### config.mk
export PLATFORM = sky130hd
export DESIGN_NAME = sspb_bridge
export DESIGN_NICKNAME = d
export VERILOG_FILES = /design/src/logic/sspb_pkg.sv /design/src/logic/sspb_bridge.sv /design/src/logic/sspb_spi_master.sv
export SDC_FILE = /design/constraint.sdc
export NUM_CORES = 1
export LEC_CHECK = 0
export BUFFER_PORTS_ARGS = -buffer_cell sky130_fd_sc_hd__buf_4
export CORE_MARGIN = 4
export CORE_UTILIZATION = 60
export CTS_CLUSTER_DIAMETER = 100
export CTS_CLUSTER_SIZE = 25
export DETAILED_ROUTE_END_ITERATION = 10
export HOLD_SLACK_MARGIN = 0.02
export PLACE_DENSITY_LB_ADDON = 0.08
export SETUP_SLACK_MARGIN = 0.1
export SLEW_MARGIN = 20
export SYNTH_ARGS = -nofsm -noshare
export SYNTH_HDL_FRONTEND = slang
export SYNTH_SLANG_ARGS = --single-unit
### constraint.sdc
create_clock -name CLK_I -period 3.41 [get_ports CLK_I]
set_input_delay 0.682 -clock CLK_I [delete_from_list [all_inputs] [get_ports CLK_I]]
set_output_delay 0.682 -clock CLK_I [all_outputs]
set_load 0.05 [all_outputs]
### src/logic/sspb_pkg.sv
// constants and register map of the slot status and pll spi bridge
package sspb_pkg;

   // ***************************************************************
   // register map
   // ***************************************************************
   localparam int NSLOT = 16;
   localparam int WORD_W = 16;
   localparam logic [7:0] OFF_BUSY_LVL = 8'h06;
   localparam logic [7:0] OFF_TRIG_LVL = 8'h07;
   localparam logic [7:0] OFF_TALLY_FIRST = 8'h08;
   localparam logic [7:0] OFF_TALLY_LAST = 8'h18;
   localparam logic [7:0] OFF_PLL_HOLD = 8'h19;
   localparam logic [15:0] RST_WORD = 16'h0000;
   localparam logic [15:0] TALLY_MAX = 16'hffff;
   localparam logic [15:0] TALLY_ONE = 16'h0001;

   // ***************************************************************
   // i2c framing
   // ***************************************************************
   localparam logic [7:0] CMD_PLL_WR = 8'h20;
   localparam logic [7:0] CMD_PLL_RD = 8'h21;
   localparam logic [3:0] BYTE_BITS = 4'h8;
   localparam logic [3:0] LAST_BIT = 4'h7;
   localparam logic [2:0] IDX_DEV = 3'h0;
   localparam logic [2:0] IDX_PTR = 3'h1;
   localparam logic [2:0] IDX_HI = 3'h2;
   localparam logic [2:0] IDX_LO = 3'h3;
   localparam logic [2:0] IDX_OVER = 3'h4;

   // ***************************************************************
   // spi framing and timing
   // ***************************************************************
   localparam logic [7:0] SPI_LEAD = 8'h00;
   localparam logic [7:0] SPI_DIR_RD = 8'h80;
   localparam logic [7:0] SPI_DIR_WR = 8'h40;
   localparam logic [5:0] SPI_LAST_BIT = 6'h1f;
   localparam int CLK_PERIOD_NS = 5;
   localparam int SPI_HALF_NS = 320;
   localparam int SPI_HALF_CYC =
      (SPI_HALF_NS + CLK_PERIOD_NS - 1) / CLK_PERIOD_NS;

endpackage : sspb_pkg

### src/logic/sspb_bridge.sv
// i2c register slave with slot status, busy tallies and pll spi bridge
`timescale 1ns/1ps
module sspb_bridge #(
   parameter int NSLOT = sspb_pkg::NSLOT,
   parameter logic [6:0] DEV_ADDR = 7'h2a, // arbitrary i2c address
   parameter int SPI_HALF = sspb_pkg::SPI_HALF_CYC
) (
   input wire logic CLK_I,
   input wire logic SRST_I,
   input wire logic SCL_I,
   input wire logic SDA_I,
   output logic SDA_O,
   output logic SDA_OE_O,
   input wire logic [sspb_pkg::NSLOT-1:0] PAYLOAD_HOLD_LINE_I,
   input wire logic [sspb_pkg::NSLOT-1:0] PAYLOAD_FIRE_LINE_I,
   output logic SPI_SCLK_O,
   output logic SPI_MOSI_O,
   output logic SPI_CS_N_O,
   input wire logic SPI_MISO_I,
   output logic SPI_BUSY_O
);
   import sspb_pkg::*;

   generate
      if (NSLOT != sspb_pkg::NSLOT) begin : g_bad
         $error("slot count must match the port width");
      end
   endgenerate

   typedef enum logic [2:0] {
      ST_IDLE = 3'b000,
      ST_RX = 3'b001,
      ST_ACK = 3'b010,
      ST_TX = 3'b011,
      ST_TXACK = 3'b100,
      ST_TXGO = 3'b101
   } sspb_state_e;

   // ***************************************************************
   // pin synchronisers
   // ***************************************************************
   logic scl_m, scl_s, scl_d, sda_m, sda_s, sda_d;
   logic [NSLOT-1:0] hold_m, hold_s, fire_m, fire_s;
   logic [NSLOT-1:0] busy_lvl_reg, trig_lvl_reg;

   always_ff @(posedge CLK_I) begin
      scl_m <= SCL_I;
      scl_s <= scl_m;
      sda_m <= SDA_I;
      sda_s <= sda_m;
      hold_m <= PAYLOAD_HOLD_LINE_I;
      hold_s <= hold_m;
      fire_m <= PAYLOAD_FIRE_LINE_I;
      fire_s <= fire_m;
   end

   always_ff @(posedge CLK_I) begin
      if (SRST_I) begin
         scl_d <= 1'b1;
         sda_d <= 1'b1;
         busy_lvl_reg <= RST_WORD[NSLOT-1:0];
         trig_lvl_reg <= RST_WORD[NSLOT-1:0];
      end else begin
         scl_d <= scl_s;
         sda_d <= sda_s;
         busy_lvl_reg <= hold_s;
         trig_lvl_reg <= fire_s;
      end
   end

   wire scl_rise = scl_s && !scl_d;
   wire scl_fall = !scl_s && scl_d;
   wire start_det = scl_s && scl_d && sda_d && !sda_s;
   wire stop_det = scl_s && scl_d && !sda_d && sda_s;

   // ***************************************************************
   // busy assertion tallies
   // ***************************************************************
   logic [WORD_W-1:0] tally_reg [NSLOT];
   logic [NSLOT-1:0] tally_clr;
   logic [7:0] ptr_reg;
   logic rd_load;

   wire tally_hit = (ptr_reg >= OFF_TALLY_FIRST) &&
      ((ptr_reg < OFF_TALLY_FIRST + 8'(NSLOT)) ||
       (ptr_reg == OFF_TALLY_LAST));
   wire [7:0] tally_off = ptr_reg - OFF_TALLY_FIRST;
   wire [3:0] tally_idx = (ptr_reg == OFF_TALLY_LAST) ?
      4'(NSLOT - 1) : tally_off[3:0];

   genvar gi;
   generate
      for (gi = 0; gi < NSLOT; gi++) begin : g_tally
         wire rise = hold_s[gi] && !busy_lvl_reg[gi];
         wire sat = tally_reg[gi] == TALLY_MAX;
         assign tally_clr[gi] = rd_load && tally_hit &&
            (tally_idx == 4'(gi));
         always_ff @(posedge CLK_I) begin
            if (SRST_I) begin
               tally_reg[gi] <= RST_WORD;
            end else if (tally_clr[gi]) begin
               tally_reg[gi] <= rise ? TALLY_ONE : RST_WORD;
            end else if (rise && !sat) begin
               tally_reg[gi] <= tally_reg[gi] + TALLY_ONE;
            end
         end
      end
   endgenerate

   // ***************************************************************
   // read selection
   // ***************************************************************
   logic [7:0] pll_hold_reg;
   logic [WORD_W-1:0] rd_word;

   assign rd_word =
      (ptr_reg == OFF_BUSY_LVL) ? WORD_W'(busy_lvl_reg) :
      (ptr_reg == OFF_TRIG_LVL) ? WORD_W'(trig_lvl_reg) :
      tally_hit ? tally_reg[tally_idx] :
      (ptr_reg == OFF_PLL_HOLD) ? {8'h00, pll_hold_reg} :
      RST_WORD;

   // ***************************************************************
   // i2c slave
   // ***************************************************************
   sspb_state_e st_reg, st_next;
   logic [3:0] bit_reg, bit_next;
   logic [2:0] idx_reg, idx_next;
   logic [7:0] sh_reg, sh_next, ptr_next, hi_reg, hi_next;
   logic rw_reg, rw_next, lo_reg, lo_next;
   logic [WORD_W-1:0] rdw_reg, rdw_next;
   logic spi_go, spi_busy, spi_done, pll_rd_reg;
   logic [7:0] spi_rdata;

   wire addr_ok = (sh_reg[7:1] == DEV_ADDR) && !spi_busy;
   wire is_cmd = (ptr_reg == CMD_PLL_WR) || (ptr_reg == CMD_PLL_RD);

   always_comb begin
      st_next = st_reg;
      bit_next = bit_reg;
      idx_next = idx_reg;
      sh_next = sh_reg;
      ptr_next = ptr_reg;
      hi_next = hi_reg;
      rw_next = rw_reg;
      lo_next = lo_reg;
      rdw_next = rdw_reg;
      spi_go = 1'b0;
      rd_load = 1'b0;
      if (start_det) begin
         st_next = ST_RX;
         bit_next = 4'h0;
         idx_next = IDX_DEV;
      end else if (stop_det) begin
         st_next = ST_IDLE;
      end else begin
         unique case (st_reg)
            ST_IDLE: begin
            end
            ST_RX: begin
               if (scl_rise) begin
                  sh_next = {sh_reg[6:0], sda_s};
                  bit_next = bit_reg + 4'h1;
               end else if (scl_fall && bit_reg == BYTE_BITS) begin
                  st_next = ST_ACK;
                  if (idx_reg == IDX_DEV) begin
                     rw_next = sh_reg[0];
                     if (!addr_ok) st_next = ST_IDLE;
                  end else if (idx_reg == IDX_PTR) begin
                     ptr_next = sh_reg;
                  end else if (idx_reg == IDX_HI) begin
                     hi_next = sh_reg;
                  end else if (idx_reg == IDX_LO) begin
                     spi_go = is_cmd;
                  end else begin
                     st_next = ST_IDLE;
                  end
               end
            end
            ST_ACK: begin
               if (scl_fall) begin
                  bit_next = 4'h0;
                  if (rw_reg) begin
                     st_next = ST_TX;
                     rd_load = 1'b1;
                     rdw_next = rd_word;
                     sh_next = rd_word[15:8];
                     lo_next = 1'b1;
                  end else begin
                     st_next = ST_RX;
                     if (idx_reg != IDX_OVER) idx_next = idx_reg + 3'h1;
                  end
               end
            end
            ST_TX: begin
               if (scl_fall) begin
                  if (bit_reg == LAST_BIT) begin
                     st_next = ST_TXACK;
                  end else begin
                     sh_next = {sh_reg[6:0], 1'b0};
                     bit_next = bit_reg + 4'h1;
                  end
               end
            end
            ST_TXACK: begin
               if (scl_rise) st_next = sda_s ? ST_IDLE : ST_TXGO;
            end
            ST_TXGO: begin
               if (scl_fall) begin
                  st_next = ST_TX;
                  bit_next = 4'h0;
                  sh_next = lo_reg ? rdw_reg[7:0] : rdw_reg[15:8];
                  lo_next = !lo_reg;
               end
            end
            default: st_next = ST_IDLE;
         endcase
      end
   end

   always_ff @(posedge CLK_I) begin
      if (SRST_I) begin
         st_reg <= ST_IDLE;
         bit_reg <= 4'h0;
         idx_reg <= IDX_DEV;
         sh_reg <= 8'h00;
         ptr_reg <= 8'h00;
         hi_reg <= 8'h00;
         rw_reg <= 1'b0;
         lo_reg <= 1'b0;
         rdw_reg <= RST_WORD;
      end else begin
         st_reg <= st_next;
         bit_reg <= bit_next;
         idx_reg <= idx_next;
         sh_reg <= sh_next;
         ptr_reg <= ptr_next;
         hi_reg <= hi_next;
         rw_reg <= rw_next;
         lo_reg <= lo_next;
         rdw_reg <= rdw_next;
      end
   end

   // open drain: only ever pulls low
   assign SDA_O = 1'b0;
   assign SDA_OE_O = (st_reg == ST_ACK) ||
      ((st_reg == ST_TX) && !sh_reg[7]);

   // ***************************************************************
   // pll spi bridge
   // ***************************************************************
   always_ff @(posedge CLK_I) begin
      if (SRST_I) begin
         pll_rd_reg <= 1'b0;
         pll_hold_reg <= 8'h00;
      end else begin
         if (spi_go) pll_rd_reg <= (ptr_reg == CMD_PLL_RD);
         if (spi_done && pll_rd_reg) pll_hold_reg <= spi_rdata;
      end
   end

   sspb_spi_master #(
      .HALF_CYC(SPI_HALF)
   ) u_spi (
      .CLK_I(CLK_I),
      .SRST_I(SRST_I),
      .go_i(spi_go),
      .rd_i(ptr_reg == CMD_PLL_RD),
      .addr_i(hi_reg),
      .data_i(sh_reg),
      .miso_i(SPI_MISO_I),
      .busy_o(spi_busy),
      .done_o(spi_done),
      .rdata_o(spi_rdata),
      .sclk_o(SPI_SCLK_O),
      .mosi_o(SPI_MOSI_O),
      .cs_n_o(SPI_CS_N_O)
   );

   assign SPI_BUSY_O = spi_busy;

endmodule : sspb_bridge

### src/logic/sspb_spi_master.sv
// spi master that sends one four byte pll frame
`timescale 1ns/1ps
module sspb_spi_master #(
   parameter int HALF_CYC = sspb_pkg::SPI_HALF_CYC
) (
   input wire logic CLK_I,
   input wire logic SRST_I,
   input wire logic go_i,
   input wire logic rd_i,
   input wire logic [7:0] addr_i,
   input wire logic [7:0] data_i,
   input wire logic miso_i,
   output logic busy_o,
   output logic done_o,
   output logic [7:0] rdata_o,
   output logic sclk_o,
   output logic mosi_o,
   output logic cs_n_o
);
   import sspb_pkg::*;

   generate
      if (HALF_CYC < 1 || HALF_CYC > 65535) begin : g_bad
         $error("spi half period out of range");
      end
   endgenerate

   logic [15:0] div_reg;
   logic tick;
   logic [31:0] frame_reg;
   logic [5:0] bit_reg;
   logic [7:0] rx_reg;
   logic miso_m, miso_s;
   logic [7:0] dir_byte;

   assign tick = busy_o && (div_reg == 16'(HALF_CYC - 1));
   assign dir_byte = rd_i ? SPI_DIR_RD : SPI_DIR_WR;
   assign mosi_o = frame_reg[31];
   assign rdata_o = rx_reg;

   always_ff @(posedge CLK_I) begin
      miso_m <= miso_i;
      miso_s <= miso_m;
   end

   always_ff @(posedge CLK_I) begin
      done_o <= 1'b0;
      if (SRST_I) begin
         busy_o <= 1'b0;
         cs_n_o <= 1'b1;
         sclk_o <= 1'b0;
         div_reg <= 16'h0000;
         bit_reg <= 6'h00;
         frame_reg <= 32'h0000_0000;
         rx_reg <= 8'h00;
      end else if (go_i && !busy_o) begin
         frame_reg <= {SPI_LEAD, addr_i, dir_byte, data_i};
         busy_o <= 1'b1;
         cs_n_o <= 1'b0;
         div_reg <= 16'h0000;
         bit_reg <= 6'h00;
      end else if (busy_o) begin
         div_reg <= tick ? 16'h0000 : div_reg + 16'h0001;
         if (tick && !sclk_o) begin
            sclk_o <= 1'b1;
            rx_reg <= {rx_reg[6:0], miso_s};
         end else if (tick) begin
            sclk_o <= 1'b0;
            frame_reg <= {frame_reg[30:0], 1'b0};
            bit_reg <= bit_reg + 6'h01;
            if (bit_reg == SPI_LAST_BIT) begin
               busy_o <= 1'b0;
               cs_n_o <= 1'b1;
               done_o <= 1'b1;
            end
         end
      end
   end

endmodule : sspb_spi_master

[Word level (Yosys, flattened, before mapping)]
Memory sizes are Yosys's and may differ from the RTL's.
Cells that the tools add are included.
Cells by class
  add/subtract/negate cells: 21
  $mul: 0
  divide/modulo/power cells: 0
  $lt $le $gt $ge: 2
  equality and inequality tests: 71
  shift-type cells: 0
  multiplexer cells: 234
  bitwise gates (word level): 43
  reduce and logical (&&, ||, !) cells: 137
Operator list (number)
  2-to-1 mux 16 bit: 36
  adder 16 x 1 -> 16 bit, second input constant: 17
  equality test 16 bit, second input constant: 16
  2-to-1 mux 1 bit: 162
  2-to-1 mux 24 bit: 4
  2-to-1 mux 8 bit: 9
  logical AND 1 bit: 64
  logical NOT 1 bit: 40
  equality test 4 bit, second input constant: 9
  OR 1 bit: 32
  case mux 8 bit (4 select lines): 1
  inequality test 4 bit, second input constant: 7
  2-to-1 mux 3 bit: 9
  AND reduction 8 bit: 3
  equality test 4 x 3 -> 1 bit, second input constant: 5
  2-to-1 mux 4 bit: 5
  inequality test 2 bit, second input constant: 10
  case mux 3 bit (6 select lines): 1
  AND reduction 6 bit: 3
  equality test 16 x 6 -> 1 bit, second input constant: 1
  equality test 8 x 3 -> 1 bit, second input constant: 2
  equality test 8 x 5 -> 1 bit, second input constant: 2
  equality test 8 x 6 -> 1 bit, second input constant: 2
  equality test 3 x 2 -> 1 bit, second input constant: 4
  other kinds (32): 64
Word-level totals
  bits in registers: 231
  latch bits: 0
  bits in writable memories: 256
  ROM bits: 0
  input bits: 37
  output and inout port bits: 6
  logic and storage cells: 544
  memories: 1
Memories
  tally_reg: words 16, width 16, read ports 17, clocked after Yosys merged registers in 0, write ports 16, RTL line sspb_bridge.sv:79  | logic [WORD_W-1:0] tally_reg [NSLOT];

[Longest topological paths before layout]
Gate-level depths: netlist (run 1).
  depth in word-level cells: 14
  gate-level depth with buffers: 11
  depth with buffers taken out: 9

[By module]
From an unflattened synthesis (run 1), not the netlist that was laid out.
Second synthesis, totals
  cell total of the unflattened synthesis: 2559
  area total of the unflattened synthesis: 24796.3 um^2
By module, submodules not included
  sspb_bridge: instances 1, cells an instance 2211, area each 21755.9 um^2, seq. area each 10950.5 um^2
  sspb_spi_master: instances 1, cells an instance 348, area each 3040.4 um^2, seq. area each 1361.3 um^2

[Worst setup path before layout (run 1)]
OpenSTA, ideal clock, no wires.
  kind: reg-to-reg
  start: reg ptr_reg[0]
  end: mem tally_reg[9][0] (enable)
  setup time: 0.411 ns
  arrival time: 2.666 ns
  data required time: 2.999 ns
  slack: 0.333 ns
  stages on the path, launching flop included: 7
  buffers on the path: 1
  clock period less this slack: 3.077 ns
  cells stage by stage: dfxtp_1 > clkbuf_2 > o311ai_0 > nand3b_1 > nor2_4 > nand2_1 > o21ai_0
RTL lines
  from (decl): RTL line sspb_bridge.sv:81  | logic [7:0] ptr_reg;
  from (signal assigned): RTL line sspb_bridge.sv:237  | ptr_reg <= ptr_next;
  to (decl): RTL line sspb_bridge.sv:79

[Worst setup path after layout (run 1)]
  start: reg ptr_reg[7]
  end: reg rdw_reg[2]
On the way
  cells in the longest elaborated chain, start to end: 6
  elaborated cells on any way between the ends: 14
  those cells by class: 2 x order compare; 4 x eq/ne; 5 x mux; 2 x reduce/logical; 1 x memory
Ends and longest elaborated chain
  equality test 8 x 5 -> 1 bit or less-than comparator 8 x 5 -> 1 bit (tied branches): RTL line sspb_bridge.sv:86, sspb_bridge.sv:88, sspb_bridge.sv:85
  2-to-1 mux 4 bit or logical OR 1 bit (tied branches): RTL line sspb_bridge.sv:88, sspb_bridge.sv:85
  memory (16 x 16 bit) or logical AND 1 bit (tied branches)
  2-to-1 mux 16 bit: RTL line sspb_bridge.sv:119  | tally_hit ? tally_reg[tally_idx] :
  2-to-1 mux 16 bit: RTL line sspb_bridge.sv:118  | (ptr_reg == OFF_TRIG_LVL) ? WORD_W'(trig_lvl_reg) :
  2-to-1 mux 16 bit (*): RTL line sspb_bridge.sv:117  | (ptr_reg == OFF_BUSY_LVL) ? WORD_W'(busy_lvl_reg) :
  to (signal assigned): RTL line sspb_bridge.sv:241  | rdw_reg <= rdw_next;
  to (decl): RTL line sspb_bridge.sv:131  | logic [WORD_W-1:0] rdw_reg, rdw_next;
Every way passes the cells marked *; elsewhere a longest branch is shown, timed or not.
A chain may end at the register's enable or synchronous reset.

==> impl_summary.txt, run 1 <==
----------------------------------------------------
[GRT]
  Wire length of the first global-routing pass ... between 100,000 and 150,000 microns
  Overall track demand over capacity in global routing ... 29.66%
  Most used routing layer in global routing ... met2
  Antenna violations before repair ... 0
  Number of global-route vias before repair ... ~18,000
  Maximum number of pins on one net before global-route repair ... 51
  GR Overflow Total ... 0
  Met3 track demand over resource ... 5.775%
  Met2 track demand over resource ... a little under half
  Met1 demand-to-capacity share in global routing ... between 40% and 50%

[Min path]
  Type of the most critical hold path ... in -> reg
  Launch instance of the worst min-delay path ... PAYLOAD_HOLD_LINE_I[3]
  Hold-critical path endpoint ... hold_m[3]
  Hold Path Stages ... 1

[Worst setup path]
  Type of destination of the critical path ... register
  Arr. time, crit path ... 3540 ps
  Start of the worst register-to-register path ... ptr_reg[7]
  Setup CP Type ... reg -> reg
  Maximum fanout along the worst path ... 21
  Worst-case register-to-register setup slack ... 380 ps
  Crit path launch type ... register
  Worst r2r path cells ... 8
  Crit path required time ... 3930 ps
  Endpoint of the worst register-to-register path ... rdw_reg[2]

[Placement]
  Detailed placement HPWL ... 49,950 microns
  Placer's final routability congestion estimate ... 1.034
  Post-place setup slack ... 445.5 ps
  PortBufs ... 41
  Placed standard-cell area ... 0.02547 sq mm

[Die]
  Starting density of the core ... 61.14%
  Num ports ... 43
  Die ar. ... roughly 0.044 sq mm
  Chip height ... 210.1 microns
  FP Rows ... 73
  Area of the placeable core ... 0.04010 sq mm
  Die width ... 210.1 microns

[STA]
  Tmin final ... 3027 ps
  Fraction of the cycle the final worst path needs ... 88.77%
  Hold Violations, Final ... 0
  Fmax ... 330.4 MHz
  Worst Tran Pin Value ... around 1000 ps
  Largest clock skew in the final design ... 34.83 ps
  Final worst setup slack ... roughly 380 ps
  Pins over their slew limit ... 0
  Final setup violation count ... 0
  Sum of negative setup slack ... 0 ps
  Setup repair after global routing missed its margin ... false
  Tightest slew margin relative to the limit ... just under 30%

[Clocking]
  CTS H-Tree Depth ... 1
  Post-CTS Hold Fix Bufs ... 0
  Clock-pin slew of the registers on the worst-case setup and hold paths ... 110 ps
  Post-CTS setup buffer count ... 0
  CTS resizes ... 0
  Clock tree from TritonCTS ... yes
  Number of clock buffers inserted by TritonCTS ... 23
  Number of buffers on the longest clock path ... 3
  Clk_lat worst skew ... 590 ps
  Root cell of the clock tree ... sky130_fd_sc_hd__clkbuf_16
  Sinks on the clock net ... 487

[Power and ir drop]
  Power after layout ... 10.74 mW
  Peak supply drop ... 409.3 uV
  PwrDens ... 411.4 mW/mm^2
  Leakage power ... 9.117 nW

[Cells and area]
  Final-stage net count ... between 2,000 and 3,000
  Layout fillers ... approximately 3,300
  Fraction of layout cells with a size suffix above 1 ... about 8.6%
  Leading cell types in the layout, fill and taps excluded ... sky130_fd_sc_hd__nor2_1 (456), sky130_fd_sc_hd__edfxtp_1 (256), sky130_fd_sc_hd__nand2_1 (234), sky130_fd_sc_hd__dfxtp_1 (229), sky130_fd_sc_hd__xor2_1 (136)
  Most common cell after layout, fill and taps aside ... sky130_fd_sc_hd__nor2_1
  Diodes inserted ... 0
  Layout overhead on the synthesized area ... 6.496%
  Largest register FFs ... approximately 260
  Final design area excluding fillers ... ~0.026 sq mm

[Drt]
  Detailed-route wire length ... 67,320 microns
  Final ANT Viol Nets ... 0
  Number of vias after detailed routing ... 19,210
  Routed length per placed instance ... approximately 22 microns
  DRC Markers ... 0
  Initial DRC count ... approximately 2,100
  Number of iterations in the first detailed-routing pass ... 6
  Ratio of routed vias to standard cells ... slightly above 6

[Synth]
  EDFF count, synth ... around 260
  Flop and latch count out of synthesis ... 487
  Mean cell area of the mapped netlist ... 9.641 sq um
  Post-Syn Nets ... 2,605
  Dominant register cell in the synthesized netlist ... sky130_fd_sc_hd__edfxtp_1
  Number of warning messages in the yosys log ... 0
  Sequential fraction of the synthesis area ... 50.22%
  Total standard cell area after synthesis ... 0.02452 sq mm
  Cells after Synth ... 2,543
  Distinct cells, synth ... 81
  Share of synthesized flip-flops with an asynchronous set or reset ... 0%

[Run]
  Max cap viols ... 0

[Outcome]
  Outcome ... complete, no violations

----------------------------------------------------
[synth_stat cells (8+ instances only)]
cell,n,area (sq um)
sky130_fd_sc_hd__a211oi_1,18,135.1
sky130_fd_sc_hd__a21oi_1,90,450.4
sky130_fd_sc_hd__a221o_1,8,80.08
sky130_fd_sc_hd__a221oi_1,18,157.7
sky130_fd_sc_hd__a22oi_1,10,75.07
sky130_fd_sc_hd__a311oi_1,22,192.7
sky130_fd_sc_hd__a31oi_1,22,137.6
sky130_fd_sc_hd__and2_1,8,50.05
sky130_fd_sc_hd__and3_1,63,394.1
sky130_fd_sc_hd__and4_1,16,140.1
sky130_fd_sc_hd__buf_1,10,37.54
sky130_fd_sc_hd__buf_2,39,195.2
sky130_fd_sc_hd__clkbuf_1,79,296.5
sky130_fd_sc_hd__dfxtp_1,231,4624
sky130_fd_sc_hd__edfxtp_1,256,7687
sky130_fd_sc_hd__ha_1,25,312.8
sky130_fd_sc_hd__inv_1,57,214.0
sky130_fd_sc_hd__mux2_2,30,337.8
sky130_fd_sc_hd__mux2i_1,56,560.5
sky130_fd_sc_hd__mux4_2,14,315.3
sky130_fd_sc_hd__nand2_1,234,878.3
sky130_fd_sc_hd__nand2b_1,24,150.1
sky130_fd_sc_hd__nand3_1,134,670.6
sky130_fd_sc_hd__nand4_1,48,300.3
sky130_fd_sc_hd__nor2_1,456,1712
sky130_fd_sc_hd__nor2b_1,50,312.8
sky130_fd_sc_hd__nor3_1,34,170.2
sky130_fd_sc_hd__o211ai_1,10,75.07
sky130_fd_sc_hd__o21ai_0,59,295.3
sky130_fd_sc_hd__o221ai_1,9,78.83
sky130_fd_sc_hd__o22ai_1,19,118.9
sky130_fd_sc_hd__o31ai_1,9,67.56
sky130_fd_sc_hd__or2_2,12,75.07
sky130_fd_sc_hd__or3_1,12,75.07
sky130_fd_sc_hd__xnor2_1,107,937.2
sky130_fd_sc_hd__xor2_1,136,1191
[cell families after synthesis]
| kind of cell | share of synthesized area, % |
|---|---|
| AO/OA/AOI/OAI | 9.768 |
| buffers and inverters | 3.378 |
| XOR/XNOR | 8.681 |
| flip-flops | 50.22 |
| other | 0.01530 |
| adder cells (fa/ha/maj) | 1.276 |
| multiplexers | 4.950 |
| AND/OR/NAND/NOR | 21.71 |
[metrics by stage]
stage,hold slack [ps],instances,util [%]
after floorplan,309.6,2543,-
after global placement,309.7,3049,63.51
after detailed placement,312.1,3049,63.51
after CTS,178.7,3087,65.12
after global routing,181.5,3087,65.12
final,198.4,3087,65.12
[layout make-up]
type                            instances  area [sq um]  share of cell area [%]
Tap cell                              525         656.9                   2.516
Inverter                               58         217.7                  0.8338
Clock buffer                           36         624.3                   2.391
Timing Repair Buffer                  117         890.9                   3.412
Multi-Input combinational cell       1862         11380                   43.60
Sequential cell                       487         12320                   47.17
Clock inverter                          2         20.02                 0.07667
[critical path, cell delays in order, from the launching register on]
cell	delay [ps]
sky130_fd_sc_hd__dfxtp_1	370
sky130_fd_sc_hd__or4b_4	720
sky130_fd_sc_hd__nor2_4	240
sky130_fd_sc_hd__buf_4	290
sky130_fd_sc_hd__mux2i_1	110
sky130_fd_sc_hd__a2111oi_0	690
sky130_fd_sc_hd__nor2_1	180
sky130_fd_sc_hd__o311a_1	210
sky130_fd_sc_hd__nor3_2	150
[power breakdown]
part | switching [mW] | internal [mW] | leakage (nW)
sequential | 0.375 | 6.48 | 4.62
clock | 1.84 | 1.28 | 0.310
combinational | 0.444 | 0.323 | 4.18
[how the worst max path moves through the flow]
stage               start  cells past startpoint               to  slack (ps)
3_5_place_dp   ptr_reg[7]                      8       rdw_reg[7]         450
3_3_place_gp   ptr_reg[0]                      7  tally_reg[6][8]         480
2_1_floorplan  ptr_reg[0]                      6  tally_reg[9][0]         330
5_1_grt        ptr_reg[0]                      7  tally_reg[6][6]         230
4_1_cts        ptr_reg[7]                      8       rdw_reg[7]         430
6_report       ptr_reg[7]                      8       rdw_reg[2]         380
[per-layer routing]
metal | up-vias | part of all wire, %
met3 | 163 | 9.8
met1 | 9178 | 41
met2 | 905 | 45
met5 | - | 0
li1 | 8968 | -
met4 | 0 | 3.9
Note: power is estimated with default switching activity, not from simulation.
==> run 2, diff against run 1 <==
--- a/config.mk
+++ b/config.mk
@@ -5,16 +5,17 @@
 export SDC_FILE = /design/constraint.sdc
 export NUM_CORES = 1
 export LEC_CHECK = 0
-export BUFFER_PORTS_ARGS = -buffer_cell sky130_fd_sc_hd__buf_4
+export ABC_CLOCK_PERIOD_IN_PS = 3410
 export CORE_MARGIN = 4
 export CORE_UTILIZATION = 60
 export CTS_CLUSTER_DIAMETER = 100
 export CTS_CLUSTER_SIZE = 25
 export DETAILED_ROUTE_END_ITERATION = 10
+export DONT_BUFFER_PORTS = 1
 export HOLD_SLACK_MARGIN = 0.02
 export PLACE_DENSITY_LB_ADDON = 0.08
 export SETUP_SLACK_MARGIN = 0.1
-export SLEW_MARGIN = 20
+export SLEW_MARGIN = 15
 export SYNTH_ARGS = -nofsm -noshare
 export SYNTH_HDL_FRONTEND = slang
 export SYNTH_SLANG_ARGS = --single-unit
==> run 2 against run 1 <==
Compared with the run above: worst setup slack got worse by 94 ps; global-route usage is 0.073 points higher; fmax is 3.0% lower; largest cell class unchanged; clock-buffer cell count decreased by 1; final cell count fell by 1.3%; utilization is 0.70 points lower; die area did not move; wire length grew 0.31%; critical endpoint is now rdw_reg[13]; clock power up 2%; non-clock buffer count shrank 41; register-to-register slack got worse by 90 ps.
==> impl_summary.txt, run 2 (same netlist as run 1, synthesis figures left out) <==
----------------------------------------------------
[Power and ir drop]
  PwrDens ... between 400 and 500 mW/mm^2
  Part of the power in registers ... 63.8%
  Comb pwr share ... under 10%
  Portion of total power attributed to the clock network ... a little under 30%
  Leakage power ... 8.930 nW
  Switching power ... 2.687 mW
  Peak supply drop ... 576.9 uV
  Cell-internal power ... 8.070 mW
  Net switching fraction of the power ... 24.98%

[Die]
  Area of the placeable core ... between 0.04 and 0.05 sq mm
  Starting density of the core ... 61.14%
  Num ports ... 43
  FP Rows ... 73
  Chip height ... approximately 210 microns
  Die width ... ~210 microns
  Die ar. ... 0.04416 sq mm

[Placement]
  Detailed placement HPWL ... 49,690 microns
  Count of placed standard cells including taps ... 3,008
  PortBufs ... 0
  Placer's final routability congestion estimate ... 0.9968
  Placed standard-cell area ... 0.02517 sq mm

[Clocking]
  Clock tree from TritonCTS ... yes
  Root cell of the clock tree ... sky130_fd_sc_hd__clkbuf_16
  CTS resizes ... 0
  Number of clock buffers inserted by TritonCTS ... 23
  Clock-pin slew of the registers on the worst-case setup and hold paths ... about 110 ps
  Number of buffers on the longest clock path ... 3
  CTS H-Tree Depth ... 1
  Clk_lat worst skew ... 600 ps
  Sinks on the clock net ... roughly 500
  Post-CTS Hold Fix Bufs ... 0
  Post-CTS setup buffer count ... 0

[STA]
  Largest clock skew in the final design ... 22.68 ps
  Fmax ... around 320 MHz
  Pins over their slew limit ... 0
  Final setup violation count ... 0
  Hold Violations, Final ... 0
  Tightest slew margin relative to the limit ... about 28%
  Setup repair after global routing missed its margin ... false
  Fraction of the cycle the final worst path needs ... 91.51%
  Sum of negative setup slack ... 0 ps
  Worst Tran Pin Value ... 1077 ps
  Tmin final ... around 3100 ps

[Cells and area]
  Final design area excluding fillers ... around 0.026 sq mm
  Diodes inserted ... 0
  Final core utilization ... 64.41%
  Largest register FFs ... about 260
  Most common cell after layout, fill and taps aside ... sky130_fd_sc_hd__nor2_1
  Non-filler instance count after layout ... 3,046
  Fraction of layout cells with a size suffix above 1 ... between 7 and 8%
  Leading cell types in the layout, fill and taps excluded ... sky130_fd_sc_hd__nor2_1 (456), sky130_fd_sc_hd__edfxtp_1 (256), sky130_fd_sc_hd__nand2_1 (234), sky130_fd_sc_hd__dfxtp_1 (229), sky130_fd_sc_hd__xor2_1 (136)
  Layout overhead on the synthesized area ... 5.348%
  Final-stage net count ... 2,570

[Worst setup path]
  CP Cell Sequence ... or4b_4, o31ai_2, buf_4, o21ai_0, o221ai_1, o31ai_1, o21ai_0, a21oi_1
  Start of the worst register-to-register path ... ptr_reg[7]
  Most repeated library cell on the critical path ... sky130_fd_sc_hd__o21ai_0
  Endpoint of the worst register-to-register path ... rdw_reg[13]
  Max stage delay on crit path ... 730 ps
  Type of destination of the critical path ... register
  Slowest cell on crit path ... sky130_fd_sc_hd__or4b_4
  Worst r2r path cells ... 8
  Crit path launch type ... register
  Worst-case register-to-register setup slack ... approximately 290 ps
  Setup CP Type ... reg -> reg
  Maximum fanout along the worst path ... 18
  Crit path required time ... 3910 ps
  Arr. time, crit path ... 3620 ps

[Drt]
  Ratio of routed vias to standard cells ... 6.260
  Number of vias after detailed routing ... 19,070
  Routed length per placed instance ... 22.17 microns
  Initial DRC count ... 2,223
  Number of iterations in the first detailed-routing pass ... 6
  Detailed-route wire length ... 67,530 microns
  DRC Markers ... 0
  Final ANT Viol Nets ... 0

[Min path]
  Type of the most critical hold path ... in -> reg
  Hold Path Stages ... 0
  Hold-critical path endpoint ... hold_m[8]
  Launch instance of the worst min-delay path ... PAYLOAD_HOLD_LINE_I[8]

[GRT]
  Number of global-route vias before repair ... 17,880
  Antenna violations before repair ... 0
  Wire length of the first global-routing pass ... 104,600 microns
  Maximum number of pins on one net before global-route repair ... between 100 and 150
  GR Overflow Total ... 0
  Overall track demand over capacity in global routing ... between 20% and 30%

[Outcome]
  Outcome ... complete, no violations

[Run]
  Max cap viols ... 0

----------------------------------------------------
run 2: area by class of cell:
| type | count | area [sq um] |
|---|---|---|
| fillers | 3273 | 14270 |
| flip-flops and latches | 487 | 12320 |
| multi-input cells | 1862 | 11380 |
| well taps | 525 | 656.9 |
| clock buffers | 35 | 620.6 |
| repair buffers | 76 | 595.6 |
| inverters | 58 | 217.7 |
| clock inverters | 3 | 37.54 |
run 2: metrics by stage:
| step | hold WS, ps | total power, mW | setup slack, ps |
|---|---|---|---|
| after floorplan | 309.6 | 7.369 | 333.0 |
| after global placement | 310.0 | 7.655 | 520.1 |
| after detailed placement | 312.1 | 7.679 | 407.6 |
| after CTS | 78.03 | 10.79 | 391.2 |
| after global routing | 76.89 | 11.12 | 207.3 |
| final | 97.19 | 10.76 | 289.4 |
run 2: worst max-delay path: cells and delay by family, from the launching register on:
family	cells	cell delay, ps
compound gates	6	1640
simple gates	1	730
flops	1	380
buf+inv	1	260
run 2: how the worst max path moves through the flow:
stage / start / endpoint / depth (start not counted)
floorplan: ptr_reg[0] / tally_reg[9][0] / 6
global placement: ptr_reg[7] / rdw_reg[7] / 8
detailed placement: ptr_reg[7] / tally_reg[14][14] / 6
CTS: ptr_reg[7] / tally_reg[14][14] / 6
global route: ptr_reg[7] / tally_reg[14][7] / 6
finish: ptr_reg[7] / rdw_reg[13] / 8
run 2: layer usage:
layer / part of all wire (%) / wire, microns / track usage (%) / vias to the layer above
li1: - / - / - / 8899
met1: 41 / 27900 / 41.47 / 9164
met2: 46 / 31080 / 47.88 / 855
met3: 9.0 / 6059 / 5.284 / 150
met4: 3.7 / 2485 / 9.203 / 0
met5: 0 / 0 / 0 / -
run 2: power by group through the flow:
stage	Clock (mW)	Combinational, mW	Sequential (mW)
finish	3.19	0.709	6.86
global route	3.45	0.783	6.89
detailed placement	0	0.700	6.98
floorplan	0	0.562	6.81
global placement	0	0.683	6.97
CTS	3.24	0.706	6.85
